[src/dcmp_consts.svh]
// Constants for the dual-channel memory map and power control block.
// Assumes inclusion by dcmp_pkg.sv and the design modules; definitions only.
`ifndef DCMP_CONSTS_SVH
`define DCMP_CONSTS_SVH
`define DCMP_ADDR_W 33
`define DCMP_SIZE_W 9
`define DCMP_SIZE_SHIFT 24
`define DCMP_LINE_BIT 6
`define DCMP_RANKS 2
`define DCMP_CLK_PAIRS 2
`define DCMP_PRECHARGE_NS 20
`define DCMP_CLK_NS 4
`define DCMP_PRECHARGE_CYC \
	((`DCMP_PRECHARGE_NS + `DCMP_CLK_NS - 1) / `DCMP_CLK_NS)
`define DCMP_SEL_FIELD_W 2
`endif

[src/dcmp_pkg.sv]
// Types shared by the memory map and power control modules.
// Assumes dcmp_consts.svh is on the include path.
`include "dcmp_consts.svh"
package dcmp_pkg;
	typedef enum logic [1:0] {
		DCMP_MAP_ASYM,
		DCMP_MAP_INTLV,
		DCMP_MAP_FLEX
	} dcmp_map_e;
	typedef enum logic {
		DCMP_PD_ACTIVE,
		DCMP_PD_PRECHARGE
	} dcmp_pd_e;
	typedef logic [`DCMP_SIZE_W-1:0] dcmp_size_t;
endpackage

[src/dcmp_ctrl.sv]
// Dual-channel DDR2 map and power control top level.
// Assumes the request path and DLL/IO macros are on mclk; link clock is async.
`include "dcmp_consts.svh"
module dcmp_ctrl
	import dcmp_pkg::*;
(
	input wire logic mclk, // Core clock, 250 MHz.
	input wire logic srst, // Synchronous reset, active high.
	input wire logic link_clk, // Memory link clock, asynchronous.
	input wire logic req_valid, // Request strobe.
	input wire logic req_write, // Request is a write.
	input wire logic [`DCMP_ADDR_W-1:0] req_addr, // System address.
	input wire logic [3:0] req_rank, // One-hot target rank of request.
	input wire logic [1:0] map_mode, // From channel_control_reg mode.
	input wire logic [1:0] chan_sel_field, // channel_control_reg select.
	input wire logic xor_en, // Hash enable.
	input wire dcmp_size_t rank_boundary_regs_a, // Channel A top.
	input wire dcmp_size_t rank_boundary_regs_b, // Channel B top.
	input wire logic [3:0] rank_present, // Populated ranks.
	input wire logic [3:0] page_8k, // Per-rank page size, 1 for 8k.
	input wire logic [2:0] spd_freq_a, // Module A max speed code.
	input wire logic [2:0] spd_freq_b, // Module B max speed code.
	input wire logic pending, // Memory cycles outstanding.
	input wire logic rd_active, // Read burst on the bus.
	input wire logic wr_active, // Write burst on the bus.
	input wire logic [3:0] burst_rank, // One-hot rank of current burst.
	input wire logic suspend_req, // Enter suspend_to_ram_state.
	input wire logic dpd_en, // Dynamic power-down enable.
	input wire logic dpd_mode, // 0 active, 1 precharge power-down.
	input wire logic refresh_req, // Refresh due.
	input wire logic refresh_done, // Refresh finished.
	input wire logic pages_closed, // All pages precharged.
	output logic map_valid, // Mapped request strobe.
	output logic map_chan, // Mapped channel.
	output logic [`DCMP_ADDR_W-1:0] map_addr, // Channel address.
	output logic map_page_8k, // Page size for mapped rank.
	output logic [2:0] mem_freq_sel, // Chosen memory speed code.
	output logic precharge_all, // Close pages request.
	output logic refresh_go, // Issue refresh now.
	output logic [3:0] ck_en, // Clock pair enables, 2 per slot.
	output logic [3:0] cke_out, // CKE levels.
	output logic [3:0] cke_oe, // CKE output enables.
	output logic [3:0] cs_en, // Chip select enables.
	output logic addr_ctl_oe, // Address/command buffer enable.
	output logic [3:0] odt_out, // DRAM termination controls.
	output logic own_odt, // Controller-side termination.
	output logic dll_en, // Master and slave DLLs.
	output logic [1:0] receive_enable_timing_dll_en, // receive_enable_timing DLLs.
	output logic data_sa_en, // Data/strobe sense amps.
	output logic out_sa_en, // Output-only sense amps.
	output logic self_refresh, // All ranks in self refresh.
	output logic link_seen // Link clock edge seen recently.
);
	typedef enum logic [2:0] {
		ST_RUN,
		ST_FLUSH,
		ST_SREF,
		ST_CLOSE,
		ST_PDOWN,
		ST_REFRESH
	} dcmp_state_e;

	localparam logic [3:0] PRE_CYC = 4'(`DCMP_PRECHARGE_CYC);

	dcmp_state_e state_reg, state_next;
	logic [3:0] wait_reg;
	logic link_s1_reg, link_s2_reg, link_s3_reg;
	logic [1:0] slot_pop;
	logic [3:0] cke_next;

	// Per-slot population; each slot carries two ranks.
	assign slot_pop = {|rank_present[3:2], |rank_present[1:0]};

	dcmp_addr_map i_dcmp_addr_map (
		.mclk(mclk),
		.srst(srst),
		.req_valid(req_valid),
		.req_addr(req_addr),
		.map_mode(map_mode),
		.sel_bit(chan_sel_field),
		.xor_en(xor_en),
		.bound_a(rank_boundary_regs_a),
		.bound_b(rank_boundary_regs_b),
		.map_valid(map_valid),
		.map_chan(map_chan),
		.map_addr(map_addr)
	);

	// Page size registered alongside the map so they line up.
	always_ff @(posedge mclk) begin
		if (srst) begin
			map_page_8k <= 1'b0;
		end else begin
			map_page_8k <= |(req_rank & page_8k);
		end
	end

	// The slower code wins; an empty slot does not vote, except that with both slots empty slot A's code is used.
	always_ff @(posedge mclk) begin
		if (srst) begin
			mem_freq_sel <= 3'h0;
		end else if (slot_pop == 2'h3) begin
			mem_freq_sel <= (spd_freq_a < spd_freq_b) ?
				spd_freq_a : spd_freq_b;
		end else if (slot_pop[1]) begin
			mem_freq_sel <= spd_freq_b;
		end else begin
			mem_freq_sel <= spd_freq_a;
		end
	end

	// Link clock passes two flops before the edge detector reads it.
	always_ff @(posedge mclk) begin
		if (srst) begin
			link_s1_reg <= 1'b0;
			link_s2_reg <= 1'b0;
			link_s3_reg <= 1'b0;
			link_seen <= 1'b0;
		end else begin
			link_s1_reg <= link_clk;
			link_s2_reg <= link_s1_reg;
			link_s3_reg <= link_s2_reg;
			link_seen <= link_s2_reg & ~link_s3_reg;
		end
	end

	always_comb begin
		state_next = state_reg;
		case (state_reg)
		ST_RUN: begin
			if (suspend_req) begin
				state_next = ST_FLUSH;
			end else if (dpd_en && !pending && !refresh_req) begin
				state_next = dpd_mode ? ST_CLOSE : ST_PDOWN;
			end
		end
		ST_FLUSH: begin
			if (!pending) begin
				state_next = ST_SREF;
			end
		end
		ST_SREF: begin
			if (!suspend_req) begin
				state_next = ST_RUN;
			end
		end
		ST_CLOSE: begin
			if (pages_closed && wait_reg == 4'h0) begin
				state_next = ST_PDOWN;
			end
		end
		ST_PDOWN: begin
			if (suspend_req) begin
				state_next = ST_FLUSH;
			end else if (refresh_req) begin
				state_next = ST_REFRESH;
			end else if (pending || !dpd_en) begin
				state_next = ST_RUN;
			end
		end
		ST_REFRESH: begin
			if (refresh_done) begin
				state_next = dpd_en ? ST_PDOWN : ST_RUN;
			end
		end
		default: state_next = ST_RUN;
		endcase
	end

	always_ff @(posedge mclk) begin
		if (srst) begin
			state_reg <= ST_RUN;
		end else begin
			state_reg <= state_next;
		end
	end

	// Holds off power-down until the precharge has had time to settle.
	always_ff @(posedge mclk) begin
		if (srst) begin
			wait_reg <= 4'h0;
		end else if (state_reg != ST_CLOSE) begin
			wait_reg <= PRE_CYC;
		end else if (wait_reg != 4'h0) begin
			wait_reg <= wait_reg - 4'h1;
		end
	end

	always_comb begin
		case (state_next)
		ST_SREF: cke_next = 4'h0;
		ST_PDOWN: cke_next = 4'h0;
		default: cke_next = rank_present;
		endcase
	end

	always_ff @(posedge mclk) begin
		if (srst) begin
			cke_out <= 4'h0;
			cke_oe <= 4'h0;
			precharge_all <= 1'b0;
			refresh_go <= 1'b0;
			self_refresh <= 1'b0;
		end else begin
			cke_out <= cke_next;
			cke_oe <= rank_present;
			precharge_all <= (state_next == ST_CLOSE);
			// Refresh only goes out once CKE is already high again, and
			// drops on the same edge that puts the ranks back to sleep.
			refresh_go <= (state_reg == ST_REFRESH) &&
				(state_next == ST_REFRESH);
			self_refresh <= (state_next == ST_SREF);
		end
	end

	// Buffer and clock gating, registered so pins change cleanly.
	always_ff @(posedge mclk) begin
		if (srst) begin
			ck_en <= 4'h0;
			cs_en <= 4'h0;
			addr_ctl_oe <= 1'b0;
			dll_en <= 1'b1;
			receive_enable_timing_dll_en <= 2'h0;
			data_sa_en <= 1'b0;
			out_sa_en <= 1'b0;
		end else begin
			ck_en <= {{`DCMP_CLK_PAIRS{slot_pop[1]}},
				{`DCMP_CLK_PAIRS{slot_pop[0]}}};
			cs_en <= cke_next & rank_present;
			addr_ctl_oe <= |cke_next;
			dll_en <= !(state_next == ST_SREF);
			receive_enable_timing_dll_en <= slot_pop;
			data_sa_en <= (state_next != ST_SREF) && (pending
				|| rd_active);
			out_sa_en <= 1'b0;
		end
	end

	// Termination follows the burst direction and its target rank.
	always_ff @(posedge mclk) begin
		if (srst) begin
			odt_out <= 4'h0;
			own_odt <= 1'b0;
		end else if (wr_active) begin
			odt_out <= burst_rank & rank_present;
			own_odt <= 1'b0;
		end else if (rd_active) begin
			odt_out <= 4'h0;
			own_odt <= 1'b1;
		end else begin
			odt_out <= 4'h0;
			own_odt <= 1'b0;
		end
	end
endmodule

[src/dcmp_addr_map.sv]
// Address mapper: picks the channel and channel-local address for a request.
// Assumes sizes are in 16 MB units and stable while requests flow.
`include "dcmp_consts.svh"
module dcmp_addr_map
	import dcmp_pkg::*;
(
	input wire logic mclk, // Clock.
	input wire logic srst, // Synchronous reset.
	input wire logic req_valid, // Request strobe.
	input wire logic [`DCMP_ADDR_W-1:0] req_addr, // System address.
	input wire logic [1:0] map_mode, // Mapping style.
	input wire logic [`DCMP_SEL_FIELD_W-1:0] sel_bit, // Interleave select.
	input wire logic xor_en, // Fold hashing into channel choice.
	input wire dcmp_size_t bound_a, // Channel A top.
	input wire dcmp_size_t bound_b, // Channel B top.
	output logic map_valid, // Mapped request strobe.
	output logic map_chan, // 0 for A, 1 for B.
	output logic [`DCMP_ADDR_W-1:0] map_addr // Channel address.
);
	localparam int AW = `DCMP_ADDR_W;
	localparam int SH = `DCMP_SIZE_SHIFT;
	logic [AW-1:0] top_a, top_b, small_sz, flex_edge;
	logic hash_bit, sel_raw, chan_next;
	logic [AW-1:0] addr_next;
	logic [AW-1:0] squeezed;

	assign top_a = AW'({bound_a, {SH{1'b0}}});
	assign top_b = AW'({bound_b, {SH{1'b0}}});
	assign small_sz = (top_a < top_b) ? top_a : top_b;
	// The flex edge is twice the smaller channel.
	assign flex_edge = AW'({small_sz, 1'b0});
	assign hash_bit = xor_en ? ^req_addr[19:12] : 1'b0;

	always_comb begin
		case (sel_bit)
		2'h0: sel_raw = req_addr[6];
		2'h1: sel_raw = req_addr[7];
		2'h2: sel_raw = req_addr[8];
		default: sel_raw = req_addr[9];
		endcase
	end

	// Drop the select bit so each channel sees a dense address.
	always_comb begin
		squeezed = '0;
		case (sel_bit)
		2'h0: squeezed = {1'b0, req_addr[AW-1:7], req_addr[5:0]};
		2'h1: squeezed = {1'b0, req_addr[AW-1:8], req_addr[6:0]};
		2'h2: squeezed = {1'b0, req_addr[AW-1:9], req_addr[7:0]};
		default: squeezed = {1'b0, req_addr[AW-1:10], req_addr[8:0]};
		endcase
	end

	always_comb begin
		chan_next = 1'b0;
		addr_next = req_addr;
		case (map_mode)
		DCMP_MAP_INTLV: begin
			chan_next = sel_raw ^ hash_bit;
			addr_next = squeezed;
		end
		DCMP_MAP_FLEX: begin
			if (req_addr < flex_edge) begin
				chan_next = req_addr[`DCMP_LINE_BIT] ^ hash_bit;
				addr_next = {1'b0, req_addr[AW-1:7], req_addr[5:0]};
			end else begin
				chan_next = (top_b > top_a);
				addr_next = req_addr - small_sz;
			end
		end
		default: begin
			if (req_addr < top_a) begin
				chan_next = 1'b0;
				addr_next = req_addr;
			end else begin
				chan_next = 1'b1;
				addr_next = req_addr - top_a;
			end
		end
		endcase
	end

	always_ff @(posedge mclk) begin
		if (srst) begin
			map_valid <= 1'b0;
			map_chan <= 1'b0;
			map_addr <= '0;
		end else begin
			map_valid <= req_valid;
			map_chan <= chan_next;
			map_addr <= addr_next;
		end
	end
endmodule

[config.mk]
export PLATFORM = sky130hd
export DESIGN_NAME = dcmp_ctrl
export DESIGN_NICKNAME = d
export VERILOG_FILES = /design/src/dcmp_pkg.sv /design/src/dcmp_ctrl.sv /design/src/dcmp_addr_map.sv
export VERILOG_INCLUDE_DIRS = /design/src
export SDC_FILE = /design/constraint.sdc
export NUM_CORES = 1
export LEC_CHECK = 0
export ABC_AREA = 1
export BUFFER_PORTS_ARGS = -buffer_cell sky130_fd_sc_hd__buf_2
export CORE_MARGIN = 2
export CORE_UTILIZATION = 46
export CTS_CLUSTER_SIZE = 20
export DETAILED_ROUTE_END_ITERATION = 8
export GPL_ROUTABILITY_DRIVEN = 0
export PLACE_DENSITY = 0.77
export SYNTH_ARGS = -nofsm -noshare
export SYNTH_HDL_FRONTEND = slang
export SYNTH_SLANG_ARGS = --single-unit
[constraint.sdc]
create_clock -name mclk -period 3 [get_ports mclk]
set_input_delay 0.15 -clock mclk [delete_from_list [all_inputs] [get_ports mclk]]
set_output_delay 0.15 -clock mclk [all_outputs]
set_load 0.1 [all_outputs]
**Word-level counts from Yosys, hierarchy flattened**

Cells that the tools add are included.

- Register bits: 78
- Latch bits: 0
- Bits in writable memories: 0
- Bits in read-only memories: 0
- Input bits: 92
- Output and inout port bits: 70
- Word-level logic and storage cells: 111
- Memories: 0

- $add $sub $neg: 3
- $mul: 0
- Div/mod/pow operators: 0
- $lt $le $gt $ge: 5
- Equal/unequal tests: 16
- Shift-type cells: 0
- Multiplexer cells: 29
- Bitwise operators: 8
- Reduce and logical (&&, ||, !) cells: 25

Operators with widths:

| operator | number |
|---|---|
| less-than comparator 33 bit | 3 |
| 2-to-1 mux 33 bit | 3 |
| case mux 33 bit (2 select lines) | 1 |
| subtractor 33 bit | 2 |
| 2-to-1 mux 3 bit | 16 |
| greater-than comparator 33 bit | 1 |
| case mux 9 bit (3 select lines) | 1 |
| case mux 3 bit (6 select lines) | 1 |
| AND 4 bit | 3 |
| equality test 3 x 2 -> 1 bit, second input constant | 4 |
| equality test 3 bit, second input constant | 4 |
| OR reduction 2 bit | 6 |
| OR reduction 4 bit | 2 |
| parity 8 bit | 1 |
| equality test 2 bit, second input constant | 3 |
| inequality test 3 x 2 -> 1 bit, second input constant | 2 |
| logical AND 1 bit | 5 |
| equality test 2 x 1 -> 1 bit, second input constant | 2 |
| zero test 1 bit | 4 |
| zero test 4 bit | 1 |
| 2-to-1 mux 1 bit | 4 |
| 2-to-1 mux 4 bit | 1 |
| nonzero test 4 bit | 1 |
| subtractor 4 x 1 -> 4 bit, second input constant | 1 |
| other kinds (11) | 14 |

**Logic depth before layout (Yosys ltp)**

- Word-level depth: 10
- Mapped depth: 25
- Depth with buffers taken out: 25

**By module**

Synthesis repeated with hierarchy kept, for this count alone.

- Cells, all modules: 695
- Area total of the unflattened synthesis: 4817.1 sq um

By module, submodules not included:

| module | times used | cells each | area an instance (sq um) | seq. area each (sq um) |
|---|---|---|---|---|
| dcmp_addr_map | 1 | 496 | 3291.9 | 700.7 |
| dcmp_ctrl | 1 | 199 | 1525.2 | 720.7 |

**Worst setup path after synthesis**

Ideal clock, no wire load.

- Path type: input-to-reg
- Start point: input port rank_boundary_regs_a[8]
- End point: register i_dcmp_addr_map.map_addr[19]
- Library setup time: 0.066 ns
- Arrival time: 2.854 ns
- Required time: 2.934 ns
- Setup slack: 0.080 ns
- Stages: 20
- Buffers on the path: 2
- Cells stage by stage: inv_1 ha_1 a21o_1 nor2_2 nand3_2 nand2_4 clkbuf_1 nor2_1 a21oi_1 ha_1 a21oi_1 nor2_1 a211oi_4 nand2_4 inv_6 buf_8 nor2_1 nor2_1 o21ai_1 a21oi_2

- Word-level cells in the longest chain between the ends: 5
- Elaborated cells on any way between the ends: 7
- Classes of those cells: order compare: 3; mux: 4

RTL lines:

| what | RTL line | RTL |
|---|---|---|
| start, declared | dcmp_ctrl.sv:17 | `input wire dcmp_size_t rank_boundary_regs_a,` |
| less-than comparator 33 bit | dcmp_addr_map.sv:29 | `assign small_sz = (top_a < top_b) ? top_a : top_b;` |
| 2-to-1 mux 33 bit | dcmp_addr_map.sv:29 |  |
| less-than comparator 33 bit | dcmp_addr_map.sv:63 | `if (req_addr < flex_edge) begin` |
| 2-to-1 mux 33 bit | dcmp_addr_map.sv:63 |  |
| case mux 33 bit (2 select lines) * | dcmp_addr_map.sv:57 | `case (map_mode)` |
| end signal, assigned | dcmp_addr_map.sv:91 | `map_addr <= addr_next;` |
| end, declared | dcmp_addr_map.sv:18 | `` output logic [`DCMP_ADDR_W-1:0] map_addr `` |

Mark *: on every way between the ends. The rest lies on a longest branch, timed or not.
A chain may end at the register's enable or synchronous reset.

**Worst setup path after layout**

- Start point: input port rank_boundary_regs_a[8]
- End point: register i_dcmp_addr_map.map_addr[30]

- Word-level cells in the longest chain between the ends: 5
- Elaborated cells on any way between the ends: 8
- Classes of those cells: add/sub: 1; order compare: 3; mux: 4

RTL lines:

| what | RTL line |
|---|---|
| less-than comparator 33 bit | dcmp_addr_map.sv:29 |
| 2-to-1 mux 33 bit | dcmp_addr_map.sv:29 |
| subtractor 33 bit or less-than comparator 33 bit (tied branches) | dcmp_addr_map.sv:68, dcmp_addr_map.sv:63 |
| 2-to-1 mux 33 bit | dcmp_addr_map.sv:63 |
| case mux 33 bit (2 select lines) * | dcmp_addr_map.sv:57 |

Marked as above.

==> metrics <==
slew of the pin with the lowest slew margin 0.894 ns; Synth area leaders dfxtp_1, ha_1, a21oi_1, nand2_1, inv_1; TritonCTS clock tree built; Max FO, Critical Path 13; Fmax 372 MHz; maximum root-to-sink buffer count 2; largest net degree at the start of global routing 38; Setup crit end kind flop; FF-to-FF path depth 10; DRT Pass-1 Iters 5; CP top delay family simple AND/OR/NAND/NOR gates; initial DRC count 271; R2R setup slack 0.93 ns; Final Instance Area 5920 sq um; max_cap viols 0; Post-Syn Nets 813; Hold Path Sink i_dcmp_addr_map.map_addr[5]$_SDFF_PP0_; number of flip-flops in the largest register 33; Clock Skew 0.0109 ns; DRT Wirelength 12.8 mm; Crit Path Class in2reg; max-slew violations 0; syn_area_per_cell 6.88 sq um; CP dominant cell by count inv_1; Hold Path Class in2reg; most frequent cell after synthesis nand2_1; worst hold start req_addr[5]; Clock Latency Late Sink 0.35 ns; area delta synth->final 26.1%; asr flop ratio synth 0; area of the multi-input gates 2750 sq um; Starting Density 0.478; Vias/cell 5.02; maximum vdd ir drop 0.289 mV; Synth area leader dfxtp_1; placed cell areas 5670 sq um; RSZ-0062 raised after global routing no; final hold vios 0; Clock Sinks 71; GR Layer Usage met2 0.391; Syn Std Cell Area 4690 sq um; ANT nets after route 0; register area 1420 sq um; Yosys reg bits 71; WL/cell 12.9 um; Largest stage delay, worst path 0.35 ns; layout net count 983; overall routing resource usage 0.226; fraction of layout cells with a size suffix above 1 0.265; root buffer cell clkbuf_8; dpl hpwl 9.85 mm; die height 105 um; num rows 36; PwrDens 545 nW/um^2; EDFF count, synth 0; M3 GR Usage 0.0437; status completed; DRC violations left 0; Slew headroom 0.403; Worst R2R End addr_ctl_oe$_SDFF_PP0_; Antenna diodes 0; Tot Pwr 3.22 mW; top post-synthesis cells by count nand2_1, inv_1, a21oi_1, nor2_1, dfxtp_1; Port Buffers 159; Mapped Cells 682; die area 11000 sq um; Hold Path Stages 3; Most Crowded Layer GR met2; antenna violations before repair 0; Cell Chain, Critical Path buf_2 > inv_1 > ha_1 > a21o_1 > nor2_2 > nand3_2 > nand2_4 > nand2_2 > and2_1 > ha_1 > fa_1 > inv_1 > nand2_1 > inv_1 > nor2_1 > nand2_1 > nand2_1 > inv_1 > nand3_1 > a21o_1 > nand3_1 > nand3_1 > a21oi_1; top-area cell type share of the netlist area 0.303; crit path DAT 2.96 ns; via count 4972; library cells used by synthesis 48; core region area 9820 sq um; Die W 105 um; I/O pin total 162; critical path launch point type primary input; Tmin final 2.69 ns; total gr overflow 0; first-pass GRT wire length 20.4 mm; Req. time, crit path 3.28 ns; Worst-path clk slew 0.08 ns; period utilisation layout 0.895; Num CTS Buffers 9; H-tree depth 3; number of warning messages in the yosys log 0; vias in the first global route 4335; part of the Yosys area used for sequential elements 0.303; Main synth FF type dfxtp_1; buffers and inverters on the worst path 5; Most flops, register i_dcmp_addr_map.map_addr; setup violators final 0; met1 Track Usage GR 0.290; Critical R2R Launch wait_reg[0]$_SDFFE_PP0P_; Fillers 955; number of post-CTS setup repair buffers 0; Crit-path slowest cell fa_1; Lkg Pwr 3.12 nW
-- cells by family (layout without fill, tap and decap cells) --
kind of cell             after synthesis  in the layout  synth area share
buffers and inverters                123            298             0.111
other                                  1              1          0.000799
AND/OR/NAND/NOR                      254            254             0.239
adder cells (fa/ha/maj)               39             39             0.107
AO/OA/AOI/OAI                        179            179             0.210
flip-flops                            71             71             0.303
XOR/XNOR                              15             15            0.0280
-- worst register-to-register path: cells and delay by family (launching register included) --
kind,cells,cell delay (ns)
compound gates,2,0.56
fa+ha+maj,1,0.18
buf+inv,2,0.11
flops,1,0.32
simple gates,5,0.75
-- what timing repair did --
action | in CTS | in global routing
hold endpoints to repair | 6 | 0
endpoints found under the setup margin | 0 | 0
gates resized for setup | 0 | 0
hold buffers | 6 | 0
-- how the worst max path moves through the flow --
| stage | start | to | slack (ns) | depth (start not counted) |
|---|---|---|---|---|
| floorplan | rank_boundary_regs_a[8] | i_dcmp_addr_map.map_addr[19]$_SDFF_PP0_ | 0.08 | 20 |
| global placement | rank_boundary_regs_a[8] | i_dcmp_addr_map.map_addr[32]$_SDFF_PP0_ | -0.003 | 21 |
| detailed placement | rank_boundary_regs_a[8] | i_dcmp_addr_map.map_addr[32]$_SDFF_PP0_ | -0.03 | 21 |
| CTS | rank_boundary_regs_a[8] | i_dcmp_addr_map.map_addr[32]$_SDFF_PP0_ | 0.34 | 21 |
| global route | rank_boundary_regs_a[8] | i_dcmp_addr_map.map_addr[15]$_SDFF_PP0_ | 0.02 | 19 |
| finish | rank_boundary_regs_a[8] | i_dcmp_addr_map.map_addr[30]$_SDFF_PP0_ | 0.31 | 23 |
-- where the power goes --
part	total (mW)	switching, mW	internal (mW)
registers	1.04	0.0222	1.01
clock network	0.723	0.408	0.316
logic	1.46	1.08	0.389
total	3.22	1.51	1.72
-- layer usage --
layer / up-vias / wire length, um
met5: - / 0
met4: 0 / 192
met3: 14 / 784
met2: 185 / 6090
met1: 2182 / 5730
li1: 2591 / -
-- placed cells by master (no fill, tap or decap), drive strengths merged, types with 3 or more instances in the layout --
cell type	instances
a21o	4
a31oi	7
xor2	10
or2	6
a21oi	83
nand2	106
xnor2	5
nand3	36
o211ai	7
nor2	85
inv	95
buf	185
dlygate4sd3	6
o21ai	66
nand4	5
ha	37
nor3	12
a211oi	3
clkbuf	9
dfxtp	71
-- final cells by class --
class / count / share of cell area
Clock buffer: 9 / 0.0209
Clock inverter: 7 / 0.0104
Inverter: 91 / 0.0586
Multi-Input combinational cell: 488 / 0.464
Sequential cell: 71 / 0.240
Tap cell: 133 / 0.0281
Timing Repair Buffer: 191 / 0.178
-- per-stage QoR --
step                       TNS, ns  setup slack [ns]  hold slack (ns)  utilization  std cells
after floorplan                  0            0.0796            0.222            -        682
after global placement    -0.00281          -0.00281            0.352        0.578        968
after detailed placement   -0.0289           -0.0285            0.357        0.578        968
after CTS                        0             0.340         0.000810        0.603        990
after global routing             0            0.0248          0.00669        0.603        990
final                            0             0.315           0.0142        0.603        990
Note: power is estimated with default switching activity, not from simulation.
